<file path="src/fmc_cfg.svh">
// Purpose: Named constants of the frequency meter core.
// Assumes: 20 MHz system clock, 32-bit classic bus.
// Notes: Times are kept in their own units; cycle counts derive below.
`ifndef FMC_CFG_SVH
`define FMC_CFG_SVH

`define FMC_CLK_HZ 20000000
`define FMC_NS_PER_CLK (1000000000 / `FMC_CLK_HZ)
`define FMC_CLK_PER_MS (`FMC_CLK_HZ / 1000)
// Least times round up to whole cycles
`define FMC_NS2CYC(ns) (((ns) + `FMC_NS_PER_CLK - 1) / `FMC_NS_PER_CLK)

// Debounce times, ns
`define FMC_DEB_T1_NS 500
`define FMC_DEB_T2_NS 1000
`define FMC_DEB_T3_NS 2000
`define FMC_DEB_T4_NS 5000
`define FMC_DEB_T5_NS 10000
`define FMC_DEB_T6_NS 50000
`define FMC_DEB_T7_NS 100000
`define FMC_DEB_T8_NS 250000
`define FMC_DEB_T9_NS 500000
`define FMC_DEB_T10_NS 1000000
`define FMC_DEB_T11_NS 2000000
`define FMC_DEB_T12_NS 4000000
`define FMC_DEB_T13_NS 12000000

// Sampling windows, ms
`define FMC_WIN0_MS 17'h0000a
`define FMC_WIN1_MS 17'h00064
`define FMC_WIN2_MS 17'h003e8
`define FMC_WIN3_MS 17'h0ea60

// Register byte offsets
`define FMC_OFS_FREQ 8'h00
`define FMC_OFS_STATE 8'h04
`define FMC_OFS_CMD 8'h08
`define FMC_OFS_CFG 8'h0c

// Command word bits
`define FMC_CMD_ENABLE 0
`define FMC_CMD_FORCE_EN 7
`define FMC_CMD_PRESET 8
`define FMC_CMD_ACK 11
`define FMC_CMD_W 16

// State field bits
`define FMC_ST_RUN 0
`define FMC_ST_VALID 1
`define FMC_ST_PRESET 3

// Config register field positions
`define FMC_CFG_DEB_LSB 0
`define FMC_CFG_DEB_MSB 3
`define FMC_CFG_WIN_LSB 4
`define FMC_CFG_WIN_MSB 5
`define FMC_CFG_PRE_LSB 8
`define FMC_CFG_PRE_MSB 15
`define FMC_CFG_TRIM_LSB 16
`define FMC_CFG_TRIM_MSB 23

// Reset values
`define FMC_RST_DEB_SEL 4'h3
`define FMC_RST_WIN_SEL 2'h2
`define FMC_RST_PRESCALE 8'h01
`define FMC_RST_TRIM 8'h00
`define FMC_RST_CMD 16'h0000

// Trim arithmetic, tenths of a percent
`define FMC_TRIM_UNITY 11'h3e8
`define FMC_TRIM_MAX 8'h64
`define FMC_TRIM_MIN 8'h9c
`define FMC_CENTI 7'h64
`define FMC_MIN_EDGES 2'h2

`endif

</file>
<file path="src/fmc_pkg.sv">
// Purpose: Types shared by the frequency meter core files.
// Assumes: Constants come from fmc_cfg.svh.
// Notes: None.
package fmc_pkg;

	typedef enum logic [1:0] {
		FMC_WIN_10MS = 2'b00,
		FMC_WIN_100MS = 2'b01,
		FMC_WIN_1S = 2'b10,
		FMC_WIN_60S = 2'b11
	} fmc_win_t;

	typedef enum logic [1:0] {
		FMC_ST_OFF = 2'b00,
		FMC_ST_COUNT = 2'b01,
		FMC_ST_DIVIDE = 2'b10
	} fmc_meas_t;

	typedef struct packed {
		logic [7:0] trim;
		logic [7:0] prescale;
		fmc_win_t win_sel;
		logic [3:0] deb_sel;
	} fmc_config_t;

	typedef struct packed {
		logic [31:0] measured_frequency;
		logic [7:0] function_state;
	} fmc_result_t;

endpackage

</file>
<file path="src/fmc_debounce.sv">
// Purpose: Debounce filter for the enable input.
// Assumes: Input synchronous to clk_i.
// Notes: A limit of zero passes the input straight through.
module fmc_debounce (
	// Clock and reset
	input wire logic clk_i,
	input wire logic rst_i,
	input wire logic ce_i,
	// Filter
	input wire logic [31:0] limit_i,
	input wire logic raw_i,
	output logic filt_o
);
	logic stable_reg;
	logic [31:0] cnt_reg;

	always_ff @(posedge clk_i) begin
		if (rst_i) begin
			stable_reg <= 1'b0;
			cnt_reg <= 32'h0;
		end else if (ce_i) begin
			if (raw_i == stable_reg) begin
				cnt_reg <= 32'h0;
			end else if (cnt_reg + 32'h1 >= limit_i) begin
				stable_reg <= raw_i;
				cnt_reg <= 32'h0;
			end else begin
				cnt_reg <= cnt_reg + 32'h1;
			end
		end
	end

	// Level must hold for the whole limit before it is believed
	assign filt_o = (limit_i == 32'h0) ? raw_i : stable_reg;
endmodule

</file>
<file path="src/fmc_divider.sv">
// Purpose: Sequential restoring divider, one quotient bit per cycle.
// Assumes: Denominator is never zero.
// Notes: Takes NW cycles; done_o pulses one cycle with the result.
module fmc_divider #(
	parameter int NW = 64,
	parameter int DW = 32
) (
	// Clock and reset
	input wire logic clk_i,
	input wire logic rst_i,
	input wire logic ce_i,
	// Operands
	input wire logic start_i,
	input wire logic [NW-1:0] num_i,
	input wire logic [DW-1:0] den_i,
	// Result
	output logic busy_o,
	output logic done_o,
	output logic [NW-1:0] quo_o
);
	logic [DW:0] rem_reg;
	logic [DW-1:0] den_reg;
	logic [$clog2(NW+1)-1:0] cnt_reg;
	logic [DW:0] rem_sh;

	assign rem_sh = {rem_reg[DW-1:0], quo_o[NW-1]};

	always_ff @(posedge clk_i) begin
		if (rst_i) begin
			rem_reg <= '0;
			den_reg <= '0;
			cnt_reg <= '0;
			quo_o <= '0;
			busy_o <= 1'b0;
			done_o <= 1'b0;
		end else if (ce_i) begin
			done_o <= 1'b0;
			if (start_i && !busy_o) begin
				rem_reg <= '0;
				den_reg <= den_i;
				quo_o <= num_i;
				cnt_reg <= '0;
				busy_o <= 1'b1;
			end else if (busy_o) begin
				if (rem_sh >= {1'b0, den_reg}) begin
					rem_reg <= rem_sh - {1'b0, den_reg};
					quo_o <= {quo_o[NW-2:0], 1'b1};
				end else begin
					rem_reg <= rem_sh;
					quo_o <= {quo_o[NW-2:0], 1'b0};
				end
				cnt_reg <= cnt_reg + 1'b1;
				if (cnt_reg == ($clog2(NW+1))'(NW - 1)) begin
					busy_o <= 1'b0;
					done_o <= 1'b1;
				end
			end
		end
	end
endmodule

</file>
<file path="src/fmc_core.sv">
// Purpose: Frequency meter core with a classic Wishbone register slave.
// Assumes: Pulse and enable inputs synchronous to clk_i.
// Notes: Result is refreshed at each window end; bus reads see it live.
// How it works
// - Enable input debounced; filter time selectable, none to 12 ms, 0.002 ms at reset.
// - Result multiplied by signed trim, 90.0 to 110 percent in 0.1 steps.
// - Pulse prescale applied first, trim correction afterwards.
// - Window 10, 100, 1000 or 60000 ms; 1000 ms at reset.
// - Valid cleared when window is under two signal periods.
// - Window may change while running; takes effect on preset rising edge.
// - Frequency is 32-bit unsigned, hundredths of a hertz.
// - Reported frequency readable toward the controller every bus cycle.
// - State bit 0 mirrors the enable condition.
// - State bit 1 set only when in range, running and window long enough.
// - State bit 3 set on each rising edge of force preset.
// - State bit 3 cleared on rising edge of preset acknowledge.
// - All other state bits reserved, read as zero.
// - Force preset, command bit 8, restarts the window timer on rising edge.
// - Preset acknowledge is command bit 11, acted on at rising edge.
// - Command bit 7 forces the enable condition true.
// - Prescale 1 to 255 input pulses per count step.
//
// Design decisions made here: the register offsets and the Wishbone slave port.
`include "fmc_cfg.svh"

module fmc_core #(
	parameter int DEB_T8_CYC = `FMC_NS2CYC(`FMC_DEB_T8_NS),
	parameter int DEB_T9_CYC = `FMC_NS2CYC(`FMC_DEB_T9_NS),
	parameter int DEB_T10_CYC = `FMC_NS2CYC(`FMC_DEB_T10_NS),
	parameter int DEB_T11_CYC = `FMC_NS2CYC(`FMC_DEB_T11_NS),
	parameter int DEB_T12_CYC = `FMC_NS2CYC(`FMC_DEB_T12_NS),
	parameter int DEB_T13_CYC = `FMC_NS2CYC(`FMC_DEB_T13_NS),
	parameter int WIN0_CYC = `FMC_WIN0_MS * `FMC_CLK_PER_MS,
	parameter int WIN1_CYC = `FMC_WIN1_MS * `FMC_CLK_PER_MS,
	parameter int WIN2_CYC = `FMC_WIN2_MS * `FMC_CLK_PER_MS,
	parameter int WIN3_CYC = `FMC_WIN3_MS * `FMC_CLK_PER_MS
) (
	// Clock, reset, enable
	input wire logic clk_i,
	input wire logic rst_i,
	input wire logic ce_i,
	// Wishbone slave
	input wire logic cyc_i,
	input wire logic stb_i,
	input wire logic we_i,
	input wire logic [7:0] adr_i,
	input wire logic [3:0] sel_i,
	input wire logic [31:0] dat_i,
	output logic [31:0] dat_o,
	output logic ack_o,
	// Field inputs
	input wire logic pulse_a_i,
	input wire logic gate_en_i,
	// Cyclic result
	output fmc_pkg::fmc_result_t result_o
);
	import fmc_pkg::*;

	localparam int DEB_T1_CYC = `FMC_NS2CYC(`FMC_DEB_T1_NS);
	localparam int DEB_T2_CYC = `FMC_NS2CYC(`FMC_DEB_T2_NS);
	localparam int DEB_T3_CYC = `FMC_NS2CYC(`FMC_DEB_T3_NS);
	localparam int DEB_T4_CYC = `FMC_NS2CYC(`FMC_DEB_T4_NS);
	localparam int DEB_T5_CYC = `FMC_NS2CYC(`FMC_DEB_T5_NS);
	localparam int DEB_T6_CYC = `FMC_NS2CYC(`FMC_DEB_T6_NS);
	localparam int DEB_T7_CYC = `FMC_NS2CYC(`FMC_DEB_T7_NS);

	fmc_config_t cfg_reg;
	logic [`FMC_CMD_W-1:0] cmd_reg;
	fmc_win_t win_act_reg;
	fmc_meas_t meas_reg;
	logic [31:0] timer_reg;
	logic [7:0] pre_cnt_reg;
	logic [31:0] pulse_cnt_reg;
	logic [1:0] edge_cnt_reg;
	logic a_prev_reg;
	logic preset_prev_reg;
	logic ack_prev_reg;
	logic preset_flag_reg;
	logic [31:0] freq_reg;
	logic valid_reg;
	logic [31:0] snap_cnt_reg;
	logic snap_long_reg;
	logic [7:0] trim_snap_reg;
	fmc_win_t win_snap_reg;
	logic div_start;
	logic div_busy;
	logic div_done;
	logic [63:0] div_quo;
	logic [63:0] div_num;
	logic [10:0] factor;
	logic en_filt;
	logic enable_cond;
	logic a_rise;
	logic preset_rise;
	logic ack_rise;
	logic window_end;
	logic bus_req;
	logic [7:0] state_byte;
	logic [31:0] wr_cfg;

	// Debounce limit for each filter choice
	function automatic logic [31:0] deb_limit(input logic [3:0] sel);
		case (sel)
			4'h0: deb_limit = 32'h0;
			4'h1: deb_limit = 32'(DEB_T1_CYC);
			4'h2: deb_limit = 32'(DEB_T2_CYC);
			4'h3: deb_limit = 32'(DEB_T3_CYC);
			4'h4: deb_limit = 32'(DEB_T4_CYC);
			4'h5: deb_limit = 32'(DEB_T5_CYC);
			4'h6: deb_limit = 32'(DEB_T6_CYC);
			4'h7: deb_limit = 32'(DEB_T7_CYC);
			4'h8: deb_limit = 32'(DEB_T8_CYC);
			4'h9: deb_limit = 32'(DEB_T9_CYC);
			4'ha: deb_limit = 32'(DEB_T10_CYC);
			4'hb: deb_limit = 32'(DEB_T11_CYC);
			4'hc: deb_limit = 32'(DEB_T12_CYC);
			default: deb_limit = 32'(DEB_T13_CYC);
		endcase
	endfunction

	function automatic logic [31:0] win_cycles(input fmc_win_t sel);
		case (sel)
			FMC_WIN_10MS: win_cycles = 32'(WIN0_CYC);
			FMC_WIN_100MS: win_cycles = 32'(WIN1_CYC);
			FMC_WIN_1S: win_cycles = 32'(WIN2_CYC);
			default: win_cycles = 32'(WIN3_CYC);
		endcase
	endfunction

	function automatic logic [16:0] win_ms(input fmc_win_t sel);
		case (sel)
			FMC_WIN_10MS: win_ms = `FMC_WIN0_MS;
			FMC_WIN_100MS: win_ms = `FMC_WIN1_MS;
			FMC_WIN_1S: win_ms = `FMC_WIN2_MS;
			default: win_ms = `FMC_WIN3_MS;
		endcase
	endfunction

	function automatic logic [7:0] clamp_trim(input logic [7:0] t);
		if (!t[7] && t > `FMC_TRIM_MAX) begin
			clamp_trim = `FMC_TRIM_MAX;
		end else if (t[7] && t < `FMC_TRIM_MIN) begin
			clamp_trim = `FMC_TRIM_MIN;
		end else begin
			clamp_trim = t;
		end
	endfunction

	fmc_debounce u_debounce (
		.clk_i(clk_i),
		.rst_i(rst_i),
		.ce_i(ce_i),
		.limit_i(deb_limit(cfg_reg.deb_sel)),
		.raw_i(gate_en_i),
		.filt_o(en_filt)
	);

	// Enable condition: software force or gated input
	assign enable_cond = cmd_reg[`FMC_CMD_FORCE_EN]
		| (cmd_reg[`FMC_CMD_ENABLE] & en_filt);
	assign a_rise = pulse_a_i & ~a_prev_reg;
	assign preset_rise = cmd_reg[`FMC_CMD_PRESET] & ~preset_prev_reg;
	assign ack_rise = cmd_reg[`FMC_CMD_ACK] & ~ack_prev_reg;
	assign window_end = (meas_reg == FMC_ST_COUNT)
		&& (timer_reg + 32'h1 >= win_cycles(win_act_reg));

	// Wishbone register slave
	assign bus_req = cyc_i & stb_i & ~ack_o;

	always_ff @(posedge clk_i) begin
		if (rst_i) begin
			ack_o <= 1'b0;
		end else if (ce_i) begin
			ack_o <= bus_req;
		end
	end

	always_comb begin
		wr_cfg = {8'h0, cfg_reg.trim, cfg_reg.prescale, 2'h0,
			cfg_reg.win_sel, cfg_reg.deb_sel};
		for (int i = 0; i < 4; i++) begin
			if (sel_i[i]) begin
				wr_cfg[i*8 +: 8] = dat_i[i*8 +: 8];
			end
		end
	end

	always_ff @(posedge clk_i) begin
		if (rst_i) begin
			cfg_reg.deb_sel <= `FMC_RST_DEB_SEL;
			cfg_reg.win_sel <= fmc_win_t'(`FMC_RST_WIN_SEL);
			cfg_reg.prescale <= `FMC_RST_PRESCALE;
			cfg_reg.trim <= `FMC_RST_TRIM;
		end else if (ce_i && bus_req && we_i && adr_i == `FMC_OFS_CFG) begin
			cfg_reg.deb_sel <= wr_cfg[`FMC_CFG_DEB_MSB:`FMC_CFG_DEB_LSB];
			cfg_reg.win_sel <=
				fmc_win_t'(wr_cfg[`FMC_CFG_WIN_MSB:`FMC_CFG_WIN_LSB]);
			// Zero would stall counting, so it is taken as one
			cfg_reg.prescale <=
				(wr_cfg[`FMC_CFG_PRE_MSB:`FMC_CFG_PRE_LSB] == 8'h0) ?
				8'h01 : wr_cfg[`FMC_CFG_PRE_MSB:`FMC_CFG_PRE_LSB];
			cfg_reg.trim <=
				clamp_trim(wr_cfg[`FMC_CFG_TRIM_MSB:`FMC_CFG_TRIM_LSB]);
		end
	end

	always_ff @(posedge clk_i) begin
		if (rst_i) begin
			cmd_reg <= `FMC_RST_CMD;
		end else if (ce_i && bus_req && we_i && adr_i == `FMC_OFS_CMD) begin
			if (sel_i[0]) begin
				cmd_reg[7:0] <= dat_i[7:0];
			end
			if (sel_i[1]) begin
				cmd_reg[15:8] <= dat_i[15:8];
			end
		end
	end

	// Reserved state bits stay zero
	always_comb begin
		state_byte = 8'h0;
		state_byte[`FMC_ST_RUN] = enable_cond;
		state_byte[`FMC_ST_VALID] = valid_reg & enable_cond;
		state_byte[`FMC_ST_PRESET] = preset_flag_reg;
	end

	always_ff @(posedge clk_i) begin
		if (rst_i) begin
			dat_o <= 32'h0;
		end else if (ce_i && bus_req && !we_i) begin
			if (adr_i == `FMC_OFS_FREQ) begin
				dat_o <= freq_reg;
			end else if (adr_i == `FMC_OFS_STATE) begin
				dat_o <= {24'h0, state_byte};
			end else if (adr_i == `FMC_OFS_CMD) begin
				dat_o <= {16'h0, cmd_reg};
			end else if (adr_i == `FMC_OFS_CFG) begin
				dat_o <= {8'h0, cfg_reg.trim, cfg_reg.prescale, 2'h0,
					cfg_reg.win_sel, cfg_reg.deb_sel};
			end else begin
				dat_o <= 32'h0;
			end
		end
	end

	// Edge history of command bits and pulse input
	always_ff @(posedge clk_i) begin
		if (rst_i) begin
			a_prev_reg <= 1'b0;
			preset_prev_reg <= 1'b0;
			ack_prev_reg <= 1'b0;
		end else if (ce_i) begin
			a_prev_reg <= pulse_a_i;
			preset_prev_reg <= cmd_reg[`FMC_CMD_PRESET];
			ack_prev_reg <= cmd_reg[`FMC_CMD_ACK];
		end
	end

	// Set wins over acknowledge in the same cycle
	always_ff @(posedge clk_i) begin
		if (rst_i) begin
			preset_flag_reg <= 1'b0;
		end else if (ce_i) begin
			if (preset_rise) begin
				preset_flag_reg <= 1'b1;
			end else if (ack_rise) begin
				preset_flag_reg <= 1'b0;
			end
		end
	end

	// Online window change is deferred to the preset edge
	always_ff @(posedge clk_i) begin
		if (rst_i) begin
			win_act_reg <= fmc_win_t'(`FMC_RST_WIN_SEL);
		end else if (ce_i && preset_rise) begin
			win_act_reg <= cfg_reg.win_sel;
		end
	end

	// Measurement sequencing
	always_ff @(posedge clk_i) begin
		if (rst_i) begin
			meas_reg <= FMC_ST_OFF;
		end else if (ce_i) begin
			case (meas_reg)
				FMC_ST_OFF: begin
					if (enable_cond) begin
						meas_reg <= FMC_ST_COUNT;
					end
				end
				FMC_ST_COUNT: begin
					if (!enable_cond) begin
						meas_reg <= FMC_ST_OFF;
					end else if (window_end && div_busy) begin
						meas_reg <= FMC_ST_DIVIDE;
					end
				end
				FMC_ST_DIVIDE: begin
					if (!enable_cond) begin
						meas_reg <= FMC_ST_OFF;
					end else if (!div_busy) begin
						meas_reg <= FMC_ST_COUNT;
					end
				end
				default: meas_reg <= FMC_ST_OFF;
			endcase
		end
	end

	// Window timer and prescaled pulse counter
	always_ff @(posedge clk_i) begin
		if (rst_i) begin
			timer_reg <= 32'h0;
			pre_cnt_reg <= 8'h0;
			pulse_cnt_reg <= 32'h0;
			edge_cnt_reg <= 2'h0;
		end else if (ce_i) begin
			if (!enable_cond || meas_reg == FMC_ST_OFF || preset_rise
				|| window_end) begin
				timer_reg <= 32'h0;
				pre_cnt_reg <= 8'h0;
				pulse_cnt_reg <= 32'h0;
				edge_cnt_reg <= 2'h0;
			end else begin
				timer_reg <= timer_reg + 32'h1;
				if (a_rise) begin
					if (edge_cnt_reg != `FMC_MIN_EDGES) begin
						edge_cnt_reg <= edge_cnt_reg + 2'h1;
					end
					if (pre_cnt_reg + 8'h1 >= cfg_reg.prescale) begin
						pre_cnt_reg <= 8'h0;
						pulse_cnt_reg <= pulse_cnt_reg + 32'h1;
					end else begin
						pre_cnt_reg <= pre_cnt_reg + 8'h1;
					end
				end
			end
		end
	end

	// Snapshot of the closing window for the divider
	always_ff @(posedge clk_i) begin
		if (rst_i) begin
			snap_cnt_reg <= 32'h0;
			snap_long_reg <= 1'b0;
			trim_snap_reg <= 8'h0;
			win_snap_reg <= fmc_win_t'(`FMC_RST_WIN_SEL);
		end else if (ce_i && window_end && !div_busy) begin
			snap_cnt_reg <= pulse_cnt_reg;
			// Under two edges means window below two periods
			snap_long_reg <= (edge_cnt_reg == `FMC_MIN_EDGES);
			trim_snap_reg <= cfg_reg.trim;
			win_snap_reg <= win_act_reg;
		end
	end

	always_ff @(posedge clk_i) begin
		if (rst_i) begin
			div_start <= 1'b0;
		end else if (ce_i) begin
			div_start <= window_end && !div_busy;
		end
	end

	// Count is already prescaled; trim scales the quotient numerator
	assign factor = `FMC_TRIM_UNITY
		+ {{3{trim_snap_reg[7]}}, trim_snap_reg};
	assign div_num = 64'(snap_cnt_reg) * 64'(`FMC_CENTI)
		* 64'(factor);

	fmc_divider #(
		.NW(64),
		.DW(32)
	) u_divider (
		.clk_i(clk_i),
		.rst_i(rst_i),
		.ce_i(ce_i),
		.start_i(div_start),
		.num_i(div_num),
		.den_i(32'(win_ms(win_snap_reg))),
		.busy_o(div_busy),
		.done_o(div_done),
		.quo_o(div_quo)
	);

	// Result latch; out-of-range saturates and reads as not valid
	always_ff @(posedge clk_i) begin
		if (rst_i) begin
			freq_reg <= 32'h0;
			valid_reg <= 1'b0;
		end else if (ce_i) begin
			if (!enable_cond) begin
				valid_reg <= 1'b0;
			end else if (div_done) begin
				if (div_quo[63:32] != 32'h0) begin
					freq_reg <= 32'hffffffff;
					valid_reg <= 1'b0;
				end else begin
					freq_reg <= div_quo[31:0];
					valid_reg <= snap_long_reg;
				end
			end
		end
	end

	// One driver for the whole cyclic image
	assign result_o = {freq_reg, state_byte};
endmodule

</file>
<file path="config.mk">
export PLATFORM = sky130hd
export DESIGN_NAME = fmc_core
export DESIGN_NICKNAME = d
export VERILOG_FILES = /design/src/fmc_pkg.sv /design/src/fmc_debounce.sv /design/src/fmc_divider.sv /design/src/fmc_core.sv
export VERILOG_INCLUDE_DIRS = /design/src
export SDC_FILE = /design/constraint.sdc
export NUM_CORES = 2
export LEC_CHECK = 0
export BUFFER_PORTS_ARGS = -buffer_cell sky130_fd_sc_hd__buf_2
export CORE_MARGIN = 2
export CORE_UTILIZATION = 64
export DETAILED_ROUTE_END_ITERATION = 6
export MAX_ROUTING_LAYER = met4
export PLACE_DENSITY = 0.82
export SLEW_MARGIN = 20
export SYNTH_ARGS = -nofsm -noshare
export SYNTH_HDL_FRONTEND = slang
export SYNTH_SLANG_ARGS = --single-unit
</file>
<file path="constraint.sdc">
create_clock -name clk_i -period 11.5 [get_ports clk_i]
set_input_delay 2.3 -clock clk_i [delete_from_list [all_inputs] [get_ports clk_i]]
set_output_delay 2.3 -clock clk_i [all_outputs]
set_load 0.005 [all_outputs]
</file>
# == After elaboration in Yosys (flattened, before gate mapping) ==
# Memory sizes are Yosys's and may differ from the RTL's. A register that Yosys moved wholly into a read port is not among the register bits.
# Cells that the tools add are included.
# word_totals
regBits,385
latchBits,0
mem_bits_rw,0
rom_bits,272
wordCells,178
memories,1
# mem_list
name,words,word_bits,read_ports,rd_ports_with_merged_regs,wr,line,rtl
(no name shown),16,17,1,1,0,fmc_core.sv:103,case (sel)
# op_classes
n_addsub,8
multipliers,2
div,0
order_cmp,6
eq_ne,17
shifts,0
muxes,52
bitwise,13
n_reduce_logical,46
# op_table
op,n
32-bit two-way mux,11
64-bit two-way mux,2
"32-bit by 1-bit adder with 32-bit output, second input constant",3
31-bit case mux with 3 select lines,1
24-bit two-way mux,3
32-bit >= comparator,2
8-bit two-way mux,8
37-bit by 11-bit multiplier with 48-bit output,1
16-bit case mux with 3 select lines,1
"32-bit by 5-bit multiplier with 37-bit output, second input constant",1
33-bit by 17-bit >= comparator with 1-bit output,1
32-bit zero test,1
32-bit nonzero test,1
32-bit by 17-bit subtractor with 32-bit output,1
"8-bit by 4-bit == test with 1-bit output, second input constant",2
8-bit zero test,2
2-bit two-way mux,8
2-bit AND reduction,8
1-bit logical AND,14
7-bit two-way mux,2
1-bit two-way mux,13
3-bit AND reduction,4
"10-bit by 11-bit adder with 11-bit output, first input constant",1
2-bit nonzero test,5
24 further kinds,48

# == Logic depth before layout (Yosys ltp) ==
# depth
word_depth,10
ltp_mapped,37
mapped_depth_nobuf,35

# == Hierarchy ==
# A second synthesis with hierarchy kept.
# unflattened
hier_cells,4488
area_unflattened_um2,37203.2
# modules_own_cells
module,instances,cells_per_inst,area_each_um2
fmc_core,1,3250,27507.6
fmc_divider,1,930,7056.8
fmc_debounce,1,308,2638.8

# == Worst setup path after synthesis ==
# Ideal clock, no wire load.
# synth_timing
path_kind,reg-to-reg
startpoint,register snap_cnt_reg[6]
endpoint,register u_divider.quo_o[49]
setup_ns,0.074
t_arrival_ns,8.604
required_ns,11.426
slack_ns,2.822
stages_incl_launch_ff,37
path_cell_list,dfxtp_1 ha_1 ha_1 inv_1 fa_1 inv_1 ha_1 a21o_1 a21o_1 a21o_1 a31oi_1 o21ai_0 a21o_1 a21oi_1 xnor2_1 clkbuf_1 nand2_1 fa_1 inv_1 fa_1 fa_1 fa_1 inv_1 fa_1 inv_1 ha_1 clkbuf_1 a21oi_1 o21bai_1 a211o_1 o2111ai_1 and3_1 a211oi_1 o211ai_1 nand2_1 or4_1 a31oi_1
# synth_via
elab_chain_len,3
# synth_lines
element,line,rtl
"start, declared",fmc_core.sv:81,logic [31:0] snap_cnt_reg;
"start signal, assigned",fmc_core.sv:351,snap_cnt_reg <= pulse_cnt_reg;
32-bit by 5-bit multiplier with 37-bit output,fmc_core.sv:370,assign div_num = 64'(snap_cnt_reg) * 64'(`FMC_CENTI)
37-bit by 11-bit multiplier with 48-bit output,fmc_core.sv:370,
64-bit two-way mux,fmc_divider.sv:38,if (start_i && !busy_o) begin
"end signal, assigned",fmc_divider.sv:41,quo_o <= num_i;
"end signal, assigned",fmc_divider.sv:47,"quo_o <= {quo_o[NW-2:0], 1'b1};"
"end signal, assigned",fmc_divider.sv:50,"quo_o <= {quo_o[NW-2:0], 1'b0};"
"end, declared",fmc_divider.sv:19,output logic [NW-1:0] quo_o
# No other way between the ends.
# A chain may end at the register's enable or synchronous reset.

# == Worst setup path after layout ==
# layout_timing
startpoint,register snap_cnt_reg[2]
endpoint,register u_divider.quo_o[36]
# Same word-level chain as after synthesis.

==> key figures <==
Logic synthesis
  • Syn Inst Count: 4000
  • Register bit total from synthesis: approximately 400
  • Asr flop ratio synth: 0%
  • Register area share after synthesis: a little under a quarter
  • Mean Syn Cell Area: 8.64 um^2
  • Synth Flop Type: dfxtp_1
  • Post-Syn Area: 0.0346 mm^2
  • Synth cell types: 90
  • Number of flops mapped to enable cells by yosys: 0
  • Yosys warning count: 0

CTS
  • Longest Clk Path Bufs: 3
  • H-tree depth: 2
  • Clock buffer count from CTS: 42
  • Hold_buf cts: 0
  • Resize count post-CTS: 0
  • CTS tree: yes
  • Clk sinks: around 400
  • Clk_lat worst skew: about 600 ps
  • Reg clk slew, reported paths: 60 ps
  • Clk root buf: clkbuf_16
  • # Post-CTS Setup Buffers: 0

Status
  • Status: finished with violations
  • Violated checks: DRC

Die
  • Rows: between 80 and 90
  • Num ports: 125
  • Die area: around 0.056 mm^2
  • Placeable Area: 0.0536 mm^2
  • Chip height: roughly 240 um
  • Starting Density: between 60% and 70%
  • Die W: 236 um

Critical path
  • CP Data Required Time: around 12000 ps
  • Most Frequent Cell on Critical Path: fa_1
  • CP max-delay cell: o21ai_0
  • CP max FO: 14
  • Worst path max stage delay: ~630 ps
  • CP endpoint kind: register
  • Startpoint Class: register
  • CP Data Arrival Time: just over 10000 ps
  • Setup CP Type: register to register

Job
  • Maximum capacitance violations: 0

Pwr
  • VDD IR-drop max: approximately 94 uV
  • Clock share of power: 49.8%
  • Leak: around 17 nW
  • Power Density: about 77 mW/mm^2
  • Psw: ~0.00064 W
  • Sequential power share: around 48%
  • Switching portion of total power: between 20% and 30%
  • Combinational Power Share: roughly 2.2%
  • Int Pwr: about 0.0022 W
  • Pwr Total: between 0.002 and 0.003 W

Timing
  • Clk_skew: 20.6 ps
  • Setup TNS: 0 ps
  • Endpoints failing setup: 0
  • Count of final hold-check violations: 0
  • FMAX: roughly 100 MHz
  • Max transition margin: between 10% and 20%
  • Final min period: roughly 9900 ps
  • Least-Margin Pin Slew: about 1200 ps
  • Period utilisation layout: 86.5%
  • Max-slew violations: 0
  • WHS: around 460 ps
  • RSZ-0062 raised after global routing: false

Detailed routing
  • DR vias/cell: between 6 and 7
  • Met3 routed wirelength: 5700 um
  • DR WL/cell: around 18 um
  • Drt pass-1 iters: 7
  • DRC errors left: 2
  • Detail Route Antenna Nets: 0
  • DR iter-0 viols: around 2100
  • Top sig layer: met4
  • Final WL: 83000 um
  • DR WL met2: ~40000 um
  • Via count: about 29000
  • Wl on met1: ~34000 um

Place
  • Gpl congestion: around 0.9
  • I/O Buffers: between 100 and 150
  • Placed Area: about 0.036 mm^2
  • Hpwl dp: 61800 um

Final layout
  • # nets final: 4634
  • Fill cells: between 4000 and 5000
  • Final core occ: between 60% and 70%
  • Area Growth Syn to Fin: 7.10%
  • Number of flip-flops in the largest register: 64
  • Fin area: roughly 0.037 mm^2
  • Most common cell after layout, fill and taps aside: inv_1
  • Commonest non-fill, non-tap cells in the layout: 502 x inv_1, 404 x nand2_1, 392 x dfxtp_1
  • Share of layout cells above drive strength 1: 8.14%
  • Biggest register: u_divider.quo_o

GRT
  • All-Layer GR Usage: 30.8%
  • Initial antenna violation count: 2
  • Largest net degree at the start of global routing: 105
  • First-pass GRT wire length: roughly 140000 um
  • Vias in the first global route: between 20000 and 30000
  • Gr ovfl total: 0

Worst hold path
  • Worst hold path class: register to register
-- power groups by stage --
stage,sequential (W),combinational (W),clock (W)
2_1_floorplan,0.00139,0.0000399,0
3_3_place_gp,0.00139,0.0000609,0
3_5_place_dp,0.00139,0.0000613,0
4_1_cts,0.00136,0.0000614,0.00143
5_1_grt,0.00136,0.0000678,0.00148
6_report,0.00136,0.0000627,0.00141
-- per-layer routing --
metal	vias up	GRT usage [%]
met1	14000	38.1
met5	-	-
met2	979	51.6
li1	13400	-
met3	185	4.62
met4	0	10.5
-- cells in the mapped netlist, drive strengths merged (16+ instances only) --
| master | count | area, um^2 |
|---|---|---|
| o21a | 17 | 135 |
| a22o | 16 | 140 |
| inv | 503 | 1890 |
| and3 | 30 | 188 |
| a31oi | 28 | 181 |
| a22oi | 51 | 383 |
| nor3 | 64 | 325 |
| o21ai | 142 | 722 |
| nand2b | 58 | 363 |
| and2 | 148 | 926 |
| nor3b | 16 | 120 |
| xnor2 | 96 | 841 |
| nand4 | 42 | 305 |
| nor2 | 315 | 1180 |
| o22ai | 30 | 188 |
| fa | 342 | 6850 |
| nand3 | 91 | 473 |
| xor2 | 72 | 631 |
| a211oi | 16 | 120 |
| a21o | 86 | 646 |
| ha | 258 | 3230 |
| or2 | 17 | 106 |
| o221a | 32 | 360 |
| clkbuf | 174 | 653 |
| dfxtp | 392 | 7850 |
| nand2 | 405 | 1520 |
| a21oi | 148 | 744 |
| a222oi | 51 | 510 |
| buf | 42 | 249 |
| nor4 | 36 | 277 |
| nor2b | 21 | 131 |
| or3 | 26 | 168 |
| mux2i | 83 | 831 |
-- path summary, 6_finish.rpt --
| path | from | to | slack [ps] | cells after the start |
|---|---|---|---|---|
| hold / removal | u_divider.rem_reg[31] | u_divider.rem_reg[31] | 460 | 2 |
| hold reg to reg | u_divider.rem_reg[31] | u_divider.rem_reg[31] | 460 | 2 |
| setup reg to reg | snap_cnt_reg[2] | u_divider.quo_o[36] | 1560 | 29 |
| setup / recovery | snap_cnt_reg[2] | u_divider.quo_o[36] | 1560 | 29 |
-- worst max-delay path: cells and delay by family, from the launching register on --
family	cells	cell delay [ps]
flip-flops	1	620
AO/OA/AOI/OAI	9	3420
buffers and inverters	4	360
adder cells (fa/ha/maj)	10	4350
AND/OR/NAND/NOR	4	640
XOR/XNOR	2	370
-- metrics by stage --
stage               setup slack (ps)  instances
floorplan                       2820       4004
finish                          1560       4713
detailed placement              1700       4634
global route                     929       4713
global placement                1860       4634
CTS                             1660       4711
-- cell type report --
class	instances	area (um^2)	share of cell area (%)
repair buffers	150	860	2.32
inverters	505	1900	5.12
flip-flops and latches	392	7850	21.2
well taps	696	871	2.35
diodes	2	5.00	0.0135
clock inverters	21	264	0.713
clock buffers	56	1180	3.20
multi-input cells	2891	24100	65.1
-- logic make-up (layout without fill, tap and decap cells) --
| group | count (synthesis) | after routing | share of synthesized area (%) |
|---|---|---|---|
| adders and majority gates | 600 | 600 | 29.1 |
| AOI/OAI and AO/OA | 713 | 713 | 14.4 |
| xor gates and xnor gates | 168 | 168 | 4.26 |
| muxes | 96 | 96 | 2.83 |
| and+or+nand+nor | 1309 | 1309 | 18.6 |
| DFF | 392 | 392 | 22.7 |
| other | 1 | 7 | 0.0108 |
| buffers and inverters | 721 | 732 | 8.09 |
No activity file was read; power rests on OpenSTA's default activity.
